===== src/logic/dma_pkg.sv =====
// constants, types and helpers shared by the dma controller files
package dma_pkg;

   // ****************************************************************
   // widths
   // ****************************************************************
   localparam int DATA_W    = 8;
   localparam int ADDR_W    = 19;
   localparam int IO_ADDR_W = 16;
   localparam int COUNT_W   = 16;
   localparam int WAIT_W    = 2;
   localparam int BUF_DEPTH = 2;

   // ****************************************************************
   // field positions and codes
   // ****************************************************************
   localparam int SEL_LSB = 16;               // request select field in address bits 17:16
   localparam logic [1:0] SEL_PIN  = 2'h0;
   localparam logic [1:0] SEL_SER0 = 2'h1;
   localparam logic [1:0] SEL_SER1 = 2'h2;
   localparam logic [1:0] MODE_INC = 2'h0;    // address step modes of channel 0 ends
   localparam logic [1:0] MODE_DEC = 2'h1;
   localparam logic [1:0] MODE_FIX = 2'h2;
   localparam logic [1:0] MODE_IO  = 2'h3;
   localparam int CH1_DIR_BIT  = 1;           // 1: i/o to memory
   localparam int CH1_STEP_BIT = 0;           // 1: memory address counts down

   // ****************************************************************
   // load port selects
   // ****************************************************************
   localparam logic [2:0] LD_CH0_SRC   = 3'h0;
   localparam logic [2:0] LD_CH0_DST   = 3'h1;
   localparam logic [2:0] LD_CH1_MEM   = 3'h2;
   localparam logic [2:0] LD_CH1_IO    = 3'h3;
   localparam logic [2:0] LD_CH0_COUNT = 3'h4;
   localparam logic [2:0] LD_CH1_COUNT = 3'h5;

   // ****************************************************************
   // reset values
   // ****************************************************************
   localparam logic [1:0] RUN_EN_RST    = 2'h0;
   localparam logic       MASTER_EN_RST = 1'b0;

   typedef enum {S_IDLE, S_READ, S_WRITE} phase_t;

   function automatic logic [ADDR_W-1:0] step_addr(input logic [ADDR_W-1:0] a, input logic [1:0] mode);
      unique case (mode)
         MODE_INC: step_addr = a + 19'h1;
         MODE_DEC: step_addr = a - 19'h1;
         default:  step_addr = a;
      endcase
   endfunction : step_addr

endpackage : dma_pkg


===== src/logic/pair_buffer.sv =====
// two-entry valid/ready buffer between the read and write halves of a transfer
`timescale 1ns/1ns
module pair_buffer
   import dma_pkg::*;
(
   input  wire logic              clk,
   input  wire logic              arst_n,
   input  wire logic              in_valid,
   output logic                   in_ready,
   input  wire logic [DATA_W-1:0] in_data,
   output logic                   out_valid,
   input  wire logic              out_ready,
   output logic [DATA_W-1:0]      out_data
);
   import dma_pkg::*;

   logic [DATA_W-1:0] mem_q [BUF_DEPTH];
   logic              wr_ptr_q;
   logic              rd_ptr_q;
   logic [1:0]        fill_q;
   logic              push;
   logic              pop;

   assign in_ready  = (fill_q != 2'h2);
   assign out_valid = (fill_q != 2'h0);
   assign out_data  = mem_q[rd_ptr_q];
   assign push      = in_valid && in_ready;
   assign pop       = out_valid && out_ready;

   always_ff @(posedge clk)
   begin
      if (push)
      begin
         mem_q[wr_ptr_q] <= in_data;
      end
   end

   always_ff @(posedge clk or negedge arst_n)
   begin
      if (!arst_n)
      begin
         wr_ptr_q <= 1'b0;
         rd_ptr_q <= 1'b0;
         fill_q   <= 2'h0;
      end
      else
      begin
         if (push)
         begin
            wr_ptr_q <= ~wr_ptr_q;
         end
         if (pop)
         begin
            rd_ptr_q <= ~rd_ptr_q;
         end
         fill_q <= fill_q + {1'b0, push} - {1'b0, pop};
      end
   end

endmodule : pair_buffer


===== src/logic/dual_channel_dma_controller.sv =====
// two-channel dma engine: request pacing, bus sequencing, termination and abort
// Functional notes
// - serial mode ignores pin, uses serial flags
// - source bits 17:16 pick receive-full request
// - dest bits 17:16 pick transmit-empty request
// - unmasked enable write starts paced transfer
// - channel 1 moves memory and i/o only
// - channel 1 paced by pin, ends count
// - memory strobe or i/o strobe per access
// - i/o ends paced by pin, count flagged
// - programmed waits plus external wait input
// - memory copy ignores pin, runs to zero
// - channel 0 wins simultaneous requests
// - running channel keeps bus while it requests
// - external bus request wins at access boundary
// - suspended transfer resumes, even mid-byte
// - count zero clears enable until rewritten
// - done interrupt is level while disabled
// - nmi clears master enable, suspends both
// - nmi suspends after current access completes
// - re-enable resumes from exact stop point
// - reset stops transfer, keeps address, count
// - sense bit: 0 level, 1 falling edge
// - level request checked once per byte
// - terminal count low in final write
`timescale 1ns/1ns
module dual_channel_dma_controller
   import dma_pkg::*;
(
   input  wire logic                    clk,
   input  wire logic                    arst_n,
   input  wire logic                    load_strobe,
   input  wire logic [2:0]              load_select,
   input  wire logic [dma_pkg::ADDR_W-1:0] load_value,
   input  wire logic                    status_wr,
   input  wire logic [1:0]              run_enable_wdata,
   input  wire logic                    ch0_run_write_mask_n,
   input  wire logic                    ch1_run_write_mask_n,
   input  wire logic                    master_enable_wdata,
   input  wire logic                    ch0_done_irq_enable,
   input  wire logic                    ch1_done_irq_enable,
   input  wire logic [1:0]              src_mode,
   input  wire logic [1:0]              dest_mode,
   input  wire logic [1:0]              ch1_direction_step_mode,
   input  wire logic                    ch0_request_sense,
   input  wire logic                    ch1_request_sense,
   input  wire logic [dma_pkg::WAIT_W-1:0] io_wait_states,
   input  wire logic [dma_pkg::WAIT_W-1:0] mem_wait_states,
   input  wire logic                    ext_xfer_request_ch0_n,
   input  wire logic                    ext_xfer_request_ch1_n,
   input  wire logic [1:0]              serial_tx_empty_flag,
   input  wire logic [1:0]              serial_rx_full_flag,
   input  wire logic                    nmi_n,
   input  wire logic                    bus_request_in_n,
   input  wire logic                    wait_n,
   input  wire logic [dma_pkg::DATA_W-1:0] rd_data,
   output logic [dma_pkg::ADDR_W-1:0]   bus_address,
   output logic [dma_pkg::DATA_W-1:0]   wr_data,
   output logic                         memory_strobe_n,
   output logic                         io_strobe_n,
   output logic                         write_n,
   output logic                         bus_grant_out_n,
   output logic                         terminal_count_ch0_n,
   output logic                         terminal_count_ch1_n,
   output logic                         ch0_done_irq,
   output logic                         ch1_done_irq,
   output logic                         ch0_run_enable,
   output logic                         ch1_run_enable,
   output logic                         transfer_master_enable,
   output logic [dma_pkg::COUNT_W-1:0]  ch0_byte_count,
   output logic [dma_pkg::COUNT_W-1:0]  ch1_byte_count
);
   import dma_pkg::*;

   // ****************************************************************
   // state
   // ****************************************************************
   logic [ADDR_W-1:0]    src_q, dst_q, mar_q;
   logic [IO_ADDR_W-1:0] iar_q;
   logic [COUNT_W-1:0]   bc0_q, bc1_q;
   phase_t               phase_q;
   logic [1:0]           run_en_q;
   logic                 master_en_q;
   logic                 own_q;
   logic                 pend_write_q;
   logic [WAIT_W-1:0]    wait_cnt_q;
   logic [1:0]           raw_prev_q;
   logic [1:0]           edge_pend_q;
   logic                 nmi_prev_q;
   logic [ADDR_W-1:0]    addr_q;
   logic [DATA_W-1:0]    wr_data_q;
   logic                 mem_n_q, io_n_q, write_n_q, grant_n_q;
   logic [1:0]           tc_n_q;
   logic [1:0]           irq_q;

   // ****************************************************************
   // request pacing
   // ****************************************************************
   function automatic logic serial_flag(input logic [1:0] sel, input logic [1:0] flags);
      unique case (sel)
         SEL_SER0: serial_flag = flags[0];
         SEL_SER1: serial_flag = flags[1];
         default:  serial_flag = 1'b0;     // reserved code never requests
      endcase
   endfunction : serial_flag

   logic [1:0] sel_src, sel_dst;
   logic [1:0] raw_n;
   logic [1:0] sense;
   logic       mem_copy;
   logic [1:0] req;
   logic [1:0] elig;
   logic       pick;
   logic       read_done, write_done, start_read, start_write;
   logic       buf_out_valid;
   logic [DATA_W-1:0] buf_out_data;
   logic       buf_in_ready;
   logic       cur_rd_io, cur_wr_io, nxt_rd_io;

   assign sel_src  = src_q[SEL_LSB+1:SEL_LSB];
   assign sel_dst  = dst_q[SEL_LSB+1:SEL_LSB];
   assign mem_copy = !src_mode[1] && !dest_mode[1];
   assign sense    = {ch1_request_sense, ch0_request_sense};

   always_comb
   begin
      if (sel_src != SEL_PIN)
      begin
         raw_n[0] = !serial_flag(sel_src, serial_rx_full_flag);
      end
      else if (sel_dst != SEL_PIN)
      begin
         raw_n[0] = !serial_flag(sel_dst, serial_tx_empty_flag);
      end
      else
      begin
         raw_n[0] = ext_xfer_request_ch0_n;
      end
      raw_n[1] = ext_xfer_request_ch1_n;
   end

   always_comb
   begin
      for (int c = 0; c < 2; c++)
      begin
         req[c] = sense[c] ? edge_pend_q[c] : !raw_n[c];
      end
      if (mem_copy)
      begin
         req[0] = 1'b1;
      end
      elig = {2{master_en_q}} & run_en_q & req;
      if (own_q && elig[1])
      begin
         pick = 1'b1;
      end
      else
      begin
         pick = !elig[0];
      end
   end

   // edge latch: a fresh edge in the consuming cycle survives
   always_ff @(posedge clk or negedge arst_n)
   begin
      if (!arst_n)
      begin
         raw_prev_q  <= 2'h3;
         edge_pend_q <= 2'h0;
      end
      else
      begin
         raw_prev_q <= raw_n;
         for (int c = 0; c < 2; c++)
         begin
            if (raw_prev_q[c] && !raw_n[c])
            begin
               edge_pend_q[c] <= 1'b1;
            end
            else if (start_read && pick == c[0])
            begin
               edge_pend_q[c] <= 1'b0;
            end
         end
      end
   end

   // ****************************************************************
   // bus sequencing
   // ****************************************************************
   assign cur_rd_io   = own_q ? ch1_direction_step_mode[CH1_DIR_BIT] : (src_mode == MODE_IO);
   assign cur_wr_io   = own_q ? !ch1_direction_step_mode[CH1_DIR_BIT] : (dest_mode == MODE_IO);
   assign nxt_rd_io   = pick ? ch1_direction_step_mode[CH1_DIR_BIT] : (src_mode == MODE_IO);
   assign read_done   = (phase_q == S_READ) && (wait_cnt_q == '0) && wait_n && buf_in_ready;
   assign write_done  = (phase_q == S_WRITE) && (wait_cnt_q == '0) && wait_n;
   assign start_write = (phase_q == S_IDLE) && bus_request_in_n && pend_write_q && buf_out_valid
                        && master_en_q && run_en_q[own_q];
   assign start_read  = (phase_q == S_IDLE) && bus_request_in_n && !pend_write_q && (elig != 2'h0);

   pair_buffer u_buf (
      .clk       (clk),
      .arst_n    (arst_n),
      .in_valid  (read_done),
      .in_ready  (buf_in_ready),
      .in_data   (rd_data),
      .out_valid (buf_out_valid),
      .out_ready (start_write),
      .out_data  (buf_out_data)
   );

   // reset stops the access and empties the buffer, dropping any byte held there
   always_ff @(posedge clk or negedge arst_n)
   begin
      if (!arst_n)
      begin
         phase_q      <= S_IDLE;
         own_q        <= 1'b0;
         pend_write_q <= 1'b0;
         wait_cnt_q   <= '0;
         addr_q       <= '0;
         wr_data_q    <= '0;
         mem_n_q      <= 1'b1;
         io_n_q       <= 1'b1;
         write_n_q    <= 1'b1;
         grant_n_q    <= 1'b1;
         tc_n_q       <= 2'h3;
      end
      else
      begin
         unique case (phase_q)
            S_IDLE:
            begin
               grant_n_q <= bus_request_in_n;
               if (start_read)
               begin
                  phase_q    <= S_READ;
                  own_q      <= pick;
                  addr_q     <= pick ? (nxt_rd_io ? {3'h0, iar_q} : mar_q) : src_q;
                  mem_n_q    <= nxt_rd_io;
                  io_n_q     <= !nxt_rd_io;
                  wait_cnt_q <= nxt_rd_io ? io_wait_states : mem_wait_states;
               end
               else if (start_write)
               begin
                  phase_q    <= S_WRITE;
                  addr_q     <= own_q ? (cur_wr_io ? {3'h0, iar_q} : mar_q) : dst_q;
                  wr_data_q  <= buf_out_data;
                  write_n_q  <= 1'b0;
                  mem_n_q    <= cur_wr_io;
                  io_n_q     <= !cur_wr_io;
                  wait_cnt_q <= cur_wr_io ? io_wait_states : mem_wait_states;
                  tc_n_q[own_q] <= ((own_q ? bc1_q : bc0_q) != 16'h1);
               end
            end
            S_READ, S_WRITE:
            begin
               if (wait_cnt_q != '0)
               begin
                  wait_cnt_q <= wait_cnt_q - 2'h1;
               end
               if (read_done || write_done)
               begin
                  phase_q      <= S_IDLE;
                  pend_write_q <= read_done;
                  mem_n_q      <= 1'b1;
                  io_n_q       <= 1'b1;
                  write_n_q    <= 1'b1;
                  tc_n_q       <= 2'h3;
               end
            end
         endcase
      end
   end

   // ****************************************************************
   // addresses and counts: no reset, contents survive it
   // ****************************************************************
   always_ff @(posedge clk)
   begin
      if (load_strobe)
      begin
         unique case (load_select)
            LD_CH0_SRC:   src_q <= load_value;
            LD_CH0_DST:   dst_q <= load_value;
            LD_CH1_MEM:   mar_q <= load_value;
            LD_CH1_IO:    iar_q <= load_value[IO_ADDR_W-1:0];
            LD_CH0_COUNT: bc0_q <= load_value[COUNT_W-1:0];
            LD_CH1_COUNT: bc1_q <= load_value[COUNT_W-1:0];
            default:      ;
         endcase
      end
      else if (read_done)
      begin
         if (!own_q)
         begin
            src_q <= step_addr(src_q, src_mode);
         end
         else if (!cur_rd_io)
         begin
            mar_q <= step_addr(mar_q, {1'b0, ch1_direction_step_mode[CH1_STEP_BIT]});
         end
      end
      else if (write_done)
      begin
         if (!own_q)
         begin
            dst_q <= step_addr(dst_q, dest_mode);
            bc0_q <= bc0_q - 16'h1;
         end
         else
         begin
            if (!cur_wr_io)
            begin
               mar_q <= step_addr(mar_q, {1'b0, ch1_direction_step_mode[CH1_STEP_BIT]});
            end
            bc1_q <= bc1_q - 16'h1;
         end
      end
   end

   // ****************************************************************
   // enables, abort and termination interrupt
   // ****************************************************************
   always_ff @(posedge clk or negedge arst_n)
   begin
      if (!arst_n)
      begin
         run_en_q <= RUN_EN_RST;
      end
      else
      begin
         if (write_done && ((own_q ? bc1_q : bc0_q) == 16'h1))
         begin
            run_en_q[own_q] <= 1'b0;
         end
         // an unmasked software write of 1 re-arms even in the clearing cycle
         if (status_wr && !ch0_run_write_mask_n)
         begin
            run_en_q[0] <= run_enable_wdata[0];
         end
         if (status_wr && !ch1_run_write_mask_n)
         begin
            run_en_q[1] <= run_enable_wdata[1];
         end
      end
   end

   // nmi beats a software write in the same cycle: it is the abort path
   always_ff @(posedge clk or negedge arst_n)
   begin
      if (!arst_n)
      begin
         master_en_q <= MASTER_EN_RST;
         nmi_prev_q  <= 1'b1;
      end
      else
      begin
         nmi_prev_q <= nmi_n;
         if (nmi_prev_q && !nmi_n)
         begin
            master_en_q <= 1'b0;
         end
         else if (status_wr)
         begin
            master_en_q <= master_enable_wdata;
         end
      end
   end

   always_ff @(posedge clk or negedge arst_n)
   begin
      if (!arst_n)
      begin
         irq_q <= 2'h0;
      end
      else
      begin
         irq_q <= ~run_en_q & {ch1_done_irq_enable, ch0_done_irq_enable};
      end
   end

   assign bus_address            = addr_q;
   assign wr_data                = wr_data_q;
   assign memory_strobe_n        = mem_n_q;
   assign io_strobe_n            = io_n_q;
   assign write_n                = write_n_q;
   assign bus_grant_out_n        = grant_n_q;
   assign terminal_count_ch0_n   = tc_n_q[0];
   assign terminal_count_ch1_n   = tc_n_q[1];
   assign ch0_done_irq           = irq_q[0];
   assign ch1_done_irq           = irq_q[1];
   assign ch0_run_enable         = run_en_q[0];
   assign ch1_run_enable         = run_en_q[1];
   assign transfer_master_enable = master_en_q;
   assign ch0_byte_count         = bc0_q;
   assign ch1_byte_count         = bc1_q;

endmodule : dual_channel_dma_controller


===== config.mk =====
export PLATFORM = sky130hd
export DESIGN_NAME = dual_channel_dma_controller
export DESIGN_NICKNAME = d
export VERILOG_FILES = /design/src/logic/dma_pkg.sv /design/src/logic/pair_buffer.sv /design/src/logic/dual_channel_dma_controller.sv
export SDC_FILE = /design/constraint.sdc
export NUM_CORES = 1
export LEC_CHECK = 0
export BUFFER_PORTS_ARGS = -buffer_cell sky130_fd_sc_hd__buf_2
export CORE_MARGIN = 1.5
export CORE_UTILIZATION = 55
export CTS_CLUSTER_DIAMETER = 120
export CTS_CLUSTER_SIZE = 25
export DETAILED_ROUTE_END_ITERATION = 7
export HOLD_SLACK_MARGIN = 0.03
export PLACE_DENSITY = 0.79
export SLEW_MARGIN = 20
export SYNTH_ARGS = -nofsm -noshare
export SYNTH_HDL_FRONTEND = slang
export SYNTH_SLANG_ARGS = --single-unit
export TNS_END_PERCENT = 10

===== constraint.sdc =====
create_clock -name clk -period 7.3 [get_ports clk]
set_input_delay 1.46 -clock clk [delete_from_list [all_inputs] [get_ports clk]]
set_output_delay 1.46 -clock clk [all_outputs]
set_load 0.01 [all_outputs]

==> key figures, run 1 <==
Outcome
  – Status: complete, no violations

Floorplanning
  – Core area: roughly 19,000 sq um
  – I/O pin total: about 130
  – Die width: around 140 um
  – Total die area: about 20,000 sq um
  – Initial cell density of the core: 0.559
  – Die height: between 100 and 150 um
  – Core Rows: 51

Layout
  – Nets: 1,330
  – Syn-to-layout area delta: 14.2%
  – Fillers: approximately 1.5k
  – Share of cells above drive strength 1: 0.177

GRT
  – GRT Resource Usage Total: 0.297
  – First-pass GRT wire length: ~46,000 um
  – Largest net degree at the start of global routing: 60
  – Vias in the first global route: around 8.6k
  – Initial antenna violation count: 0
  – Remaining global-route overflow: 0

Synth
  – Post-synthesis mux area share: 0.0364
  – Simple-gate share of the synthesized area: 0.132
  – Synth unique cells: 70
  – Synth cell count leaders: 121 x edfxtp_1, 94 x a21oi_1, 91 x nor2_1, 88 x o21ai_0, 70 x nand2_1
  – Post-synthesis sequential area ratio: 0.460
  – Compound-gate portion of the synthesized area: 0.203
  – Post-Synth Adder-Cell Area: 0.0808
  – Ys async rst share: 0.305
  – Syn Nets: roughly 1.2k
  – Yosys top cell area share: 0.336
  – Syn Inst Count: around 1.1k
  – Post-Synth XOR/XNOR Area: 0.0535
  – Synth area leader: edfxtp_1
  – Top FF cell, synth: edfxtp_1
  – EDFF count, synth: about 120
  – Ranking of synthesized cells by area: edfxtp_1 34%, dfrtp_1 10%, ha_1 7.5%, a21oi_1 4.4%, o21ai_0 4.1%
  – Most common cell in the netlist: edfxtp_1
  – #FFs+latches synth: 174
  – Mean Syn Cell Area: 9.98 sq um
  – Area of the mapped netlist: ~11,000 sq um
  – Synth Warn #: 0
  – Combinational family with the most area after synthesis: compound AO/OA/AOI/OAI gates

Power
  – Leakage: 5.05 nW
  – Power per Cell Area: ~250 nW/um^2
  – Peak VDD IR: around 0.14 mV

Clock network
  – Post-CTS Resized: 0
  – CTS Buf Count: 17
  – Post-CTS Hold Buffers: 0
  – CTS tree: built
  – Postcts setup bufs: 0
  – Longest Clk Path Bufs: 2
  – Htree depth: 4
  – Clock Sinks: ~170
  – Clk Tree Root Cell: clkbuf_16
  – Reg clk slew, reported paths: roughly 0.080 ns
  – Clock Latency Late Sink: between 0.4 and 0.5 ns

Critical path
  – FF-to-FF path depth: 8
  – Startpoint types: primary input
  – Critical path endpoint category: flip-flop
  – Setup slack, reg-to-reg: roughly 4 ns
  – Data arrival time of the critical path: around 4.5 ns
  – WS Path Type: primary input to flip-flop
  – CP max FO: 18
  – CP required: approximately 7.6 ns

STA
  – Fin Clk Skew: 0.0129 ns
  – Max Clk Rate: around 0.24 GHz
  – Post-route setup TNS: 0 ns
  – Final setup vio count: 0
  – RSZ-0062 raised after global routing: no
  – Fin crit period: ~4.2 ns
  – Tcrit/Tclk final: 0.572
  – Worst slew pin tran: approximately 1.1 ns
  – Final Hold Viols: 0
  – Max-slew violations: 0
  – Final WS setup: around 3.1 ns
  – Relative slew slack: 0.244

Drt
  – Wirelength per Cell: ~20 um
  – Via count: approximately 9.2k
  – 1st-iter DRT viols: slightly below 900
  – Final wirelength: about 30,000 um
  – Remaining antenna violation count: 0
  – DR vias/cell: around 6.2
  – DRT Pass-1 Iters: 5
  – # DRC: 0

Placed design
  – IO buf count: ~130
  – GP Congestion: about 0.94
  – Dpl ws: ~2.7 ns
  – Post-DP HPWL: roughly 22,000 um

Worst hold path
  – Cells on Worst Hold Path: 2
  – Min-Delay Path Class: flip-flop to flip-flop

Run
  – Max_cap viols: 0
[report_power, final]
group	internal, W	leakage (nW)	total, W	switching [W]
logic	0.000321	3.02	0.000810	0.000489
registers	0.00121	1.73	0.00131	0.0000975
clock network	0.000461	0.293	0.000918	0.000456
total	0.00200	5.05	0.00304	0.00104
[routing by layer]
layer | global-route usage | share of wire
met4 | 0.153 | 0.048
met5 | 0 | 0
met2 | 0.471 | 0.46
met3 | 0.0634 | 0.087
met1 | 0.384 | 0.40
[final timing paths]
check                        startpoint              end
max                        dest_mode[1]        dst_q[16]
min in group asynchronous        arst_n  bus_address[11]
max reg2reg                  phase_q[0]      io_strobe_n
min reg2reg                  wr_data[0]       wr_data[0]
min                          wr_data[0]       wr_data[0]
max in group asynchronous        arst_n  bus_address[14]
[cells by family (layout without fill, tap and decap cells)]
logic type	Yosys count	after routing
AOI/OAI and AO/OA	343	343
and+or+nand+nor	299	299
DFF	174	174
buffers and inverters	95	225
adders and majority gates	68	68
xor gates and xnor gates	66	66
muxes	38	38
other	0	1
[final cells by class]
class	instances	area (sq um)	share of cell area
Antenna cell	1	2.50	0.000203
Sequential cell	174	4970	0.403
Clock buffer	17	425	0.0345
Clock inverter	15	170	0.0138
Tap cell	265	332	0.0269
Timing Repair Buffer	143	746	0.0604
Multi-Input combinational cell	814	5500	0.446
Inverter	50	188	0.0152
[worst max-delay path: stages]
cell and delay (ns):
buf_2 0.13, nand2b_1 0.18, inv_1 0.49, ha_1 0.40
nor2b_4 0.15, o31a_1 0.26, o31a_1 0.30, o211ai_2 0.22
a21oi_2 0.11, o21a_1 0.20, or4_1 0.47, nand4_1 0.11
[cell usage in the layout (no fill, tap or decap), types with 11 or more instances in the layout]
cell and instances:
buf_2 131, edfxtp_1 121, a21oi_1 94, nor2_1 91, o21ai_0 88, nand2_1 70, ha_1 65, inv_1 48
dfrtp_1 44, xor2_1 33, xnor2_1 33, nand3_1 30, nor3_1 28, mux2i_1 28, a211o_1 20, nand2b_1 17
clkbuf_16 17, o21a_1 16, a221oi_1 15, a21o_1 12, buf_4 12, or3_1 11
[per-stage QoR]
step	instances	power [W]	util	area (sq um)	hold slack (ns)
after global routing	1478	0.00318	0.638	12300	0.510
after floorplan	1083	0.00184	-	10800	0.456
after detailed placement	1446	0.00213	0.607	11700	0.465
after CTS	1478	0.00303	0.638	12300	0.482
final	1479	0.00304	0.638	12300	0.473
after global placement	1446	0.00210	0.607	11700	0.458
[registers in the layout (all words and copies together), names as in the netlist, 2 cells and up]
| name | count |
|---|---|
| bus_address | 19 |
| ch0_byte_count | 16 |
| ch1_byte_count | 16 |
| dst_q | 19 |
| edge_pend_q | 2 |
| iar_q | 16 |
| irq_q | 2 |
| mar_q | 19 |
| phase_q | 2 |
| raw_prev_q | 2 |
| run_en_q | 2 |
| src_q | 19 |
| tc_n_q | 2 |
| u_buf.fill_q | 2 |
| u_buf.mem_q | 16 |
| wait_cnt_q | 2 |
| wr_data | 8 |
No activity file was read; power rests on OpenSTA's default activity.
==> run 2: changes to the inputs <==
==> constraint.sdc (replaced) <==
create_clock -name clk -period 3.9 [get_ports clk]
set_input_delay 0.78 -clock clk [delete_from_list [all_inputs] [get_ports clk]]
set_output_delay 0.78 -clock clk [all_outputs]
set_load 0.01 [all_outputs]
==> key figures, run 2 (synthesized netlist as in run 1, its figures left out) <==
STA
  – Worst hold slack: 0.454 ns (-0.0195 ns)
  – Fin Clk Skew: 0.0159 ns (+0.00304 ns)
  – RSZ-0062 raised after global routing: no
  – Max Clk Rate: around 0.31 GHz
  – Fin crit period: approximately 3.2 ns
  – Relative slew slack: 0.355 (+0.110)
  – Max-slew violations: 0 (unchanged)
  – Worst slew pin tran: 0.968 ns (-0.166 ns)
  – Final Hold Viols: 0 (unchanged)
  – Final setup vio count: 0 (unchanged)
  – Tcrit/Tclk final: 0.821
  – Post-route setup TNS: 0 ns (unchanged)

GRT
  – GRT Resource Usage Total: 0.311 (+0.0137)
  – Remaining global-route overflow: 0 (unchanged)
  – Initial antenna violation count: 0 (unchanged)
  – Vias in the first global route: 9,009 (+4.6%)
  – Largest net degree at the start of global routing: 47 (-22%)
  – First-pass GRT wire length: 48,100 um (+4.5%)

Drt
  – 1st-iter DRT viols: 1,002 (+15%)
  – Wirelength per Cell: 21.1 um (+3.5%)
  – DRT Pass-1 Iters: 7 (+2)
  – Via count: 9,461 (+3.0%)
  – # DRC: 0 (unchanged)
  – DR vias/cell: 6.37 (+2.5%)
  – Final wirelength: 31,300 um (+4.0%)
  – Remaining antenna violation count: 0 (unchanged)

Placed design
  – Dpl cells: 1,454 (+0.55%)
  – IO buf count: 131 (unchanged)
  – GP Congestion: 0.945 (+0.47%)
  – Post-DP HPWL: 22,900 um (+5.5%)

Critical path
  – Critical path endpoint category: flip-flop
  – CP required: 4.20 ns (-3.41 ns)
  – Data arrival time of the critical path: 3.50 ns (-0.99 ns)
  – WS Path Type: primary input to flip-flop
  – CP max FO: 12 (-6)
  – Startpoint types: primary input

Run
  – Max_cap viols: 0 (unchanged)

Layout
  – Syn-to-layout area delta: 14.7%
  – Layout Cells excl Fill: 1,486 (+0.47%)
  – Share of cells above drive strength 1: 0.183 (+0.00539)
  – Nets: 1,338 (+0.60%)
  – Commonest non-fill, non-tap cell in the layout: buf_2
  – Fillers: 1,580 (+2.5%)
  – Antenna cell count: 0 (-1)
  – Core Util, Final: 0.641 (+0.00291)
  – Most frequent cells in the layout: 131 x buf_2, 121 x edfxtp_1, 94 x a21oi_1

Clock network
  – Post-CTS Resized: 0 (unchanged)
  – CTS tree: built
  – CTS Buf Count: 17 (unchanged)
  – Post-CTS Hold Buffers: 0 (unchanged)
  – Reg clk slew, reported paths: 0.07 ns (about the same)
  – Longest Clk Path Bufs: 2 (unchanged)
  – Clk Tree Root Cell: clkbuf_16
  – Clock Latency Late Sink: 0.44 ns (about the same)
  – Clock Sinks: 174 (unchanged)
  – Postcts setup bufs: 0 (unchanged)
  – Htree depth: 4 (unchanged)

Power
  – Power per Cell Area: 459 nW/um^2 (+87%)
  – Leakage: 5.08 nW (+0.75%)
  – Peak VDD IR: 0.272 mV (+97%)
  – Tot Pwr: 0.00569 W (+87%)

Floorplanning
  – Total die area: 20,500 sq um (unchanged)
  – Core area: 19,300 sq um (unchanged)
  – I/O pin total: 132 (unchanged)
  – Initial cell density of the core: 0.559 (unchanged)
  – Core Rows: 51 (unchanged)
  – Die height: 143 um (unchanged)
  – Die width: 143 um (unchanged)

Outcome
  – Status: complete, no violations

Worst hold path
  – Min-Delay Path Class: primary input to flip-flop
==> run 2: per-layer routing <==
layer	share of wire	global-route usage	vias up
li1	-	-	4295
met1	0.39	0.411	4514
met2	0.46	0.490	569
met3	0.11	0.0667	83
met4	0.040	0.142	0
met5	0	0	-
==> run 2: path summary, 6_finish.rpt <==
path,cells after the start,slack (ns),from,endpoint
hold reg to reg,2,0.48,wr_data[4],wr_data[4]
hold / removal,1,0.45,nmi_n,nmi_prev_q
min in group asynchronous,1,0.50,arst_n,bus_address[13]
setup reg to reg,9,0.78,dst_q[16],bus_address[16]
max in group asynchronous,2,2.57,arst_n,write_n
setup / recovery,13,0.70,dest_mode[1],dst_q[16]
==> run 2: final cells by class <==
cell class / instances / area, sq um / area share
timing repair buffer: 151 / 806 / 0.0650
inverter: 50 / 188 / 0.0151
clock buffer: 17 / 425 / 0.0343
sequential: 174 / 4970 / 0.401
multi-input combinational: 814 / 5500 / 0.444
clock inverter: 15 / 169 / 0.0136
tap: 265 / 332 / 0.0268
==> run 2: worst max-delay path, stage by stage <==
cell      delay (ns)
buf_2           0.15
nand2b_1        0.16
inv_1           0.15
buf_4           0.23
ha_1            0.22
a21o_1          0.18
a21o_1          0.20
or3_1           0.32
o211ai_2        0.18
a21oi_2         0.11
o21a_1          0.20
or4_1           0.48
nand4_1         0.10
==> run 2: where the power goes <==
part	internal [W]	leakage (nW)	switching, W
registers	0.00227	1.73	0.000192
logic	0.000609	3.06	0.000923
clock network	0.000863	0.293	0.000838
==> run 2: stage by stage <==
| stage | area [sq um] | setup WS [ns] |
|---|---|---|
| floorplan | 10800 | 0.127 |
| detailed placement | 11800 | 0.314 |
| CTS | 12400 | 0.755 |
| global placement | 11800 | 0.379 |
| global route | 12400 | 0.559 |
| finish | 12400 | 0.697 |
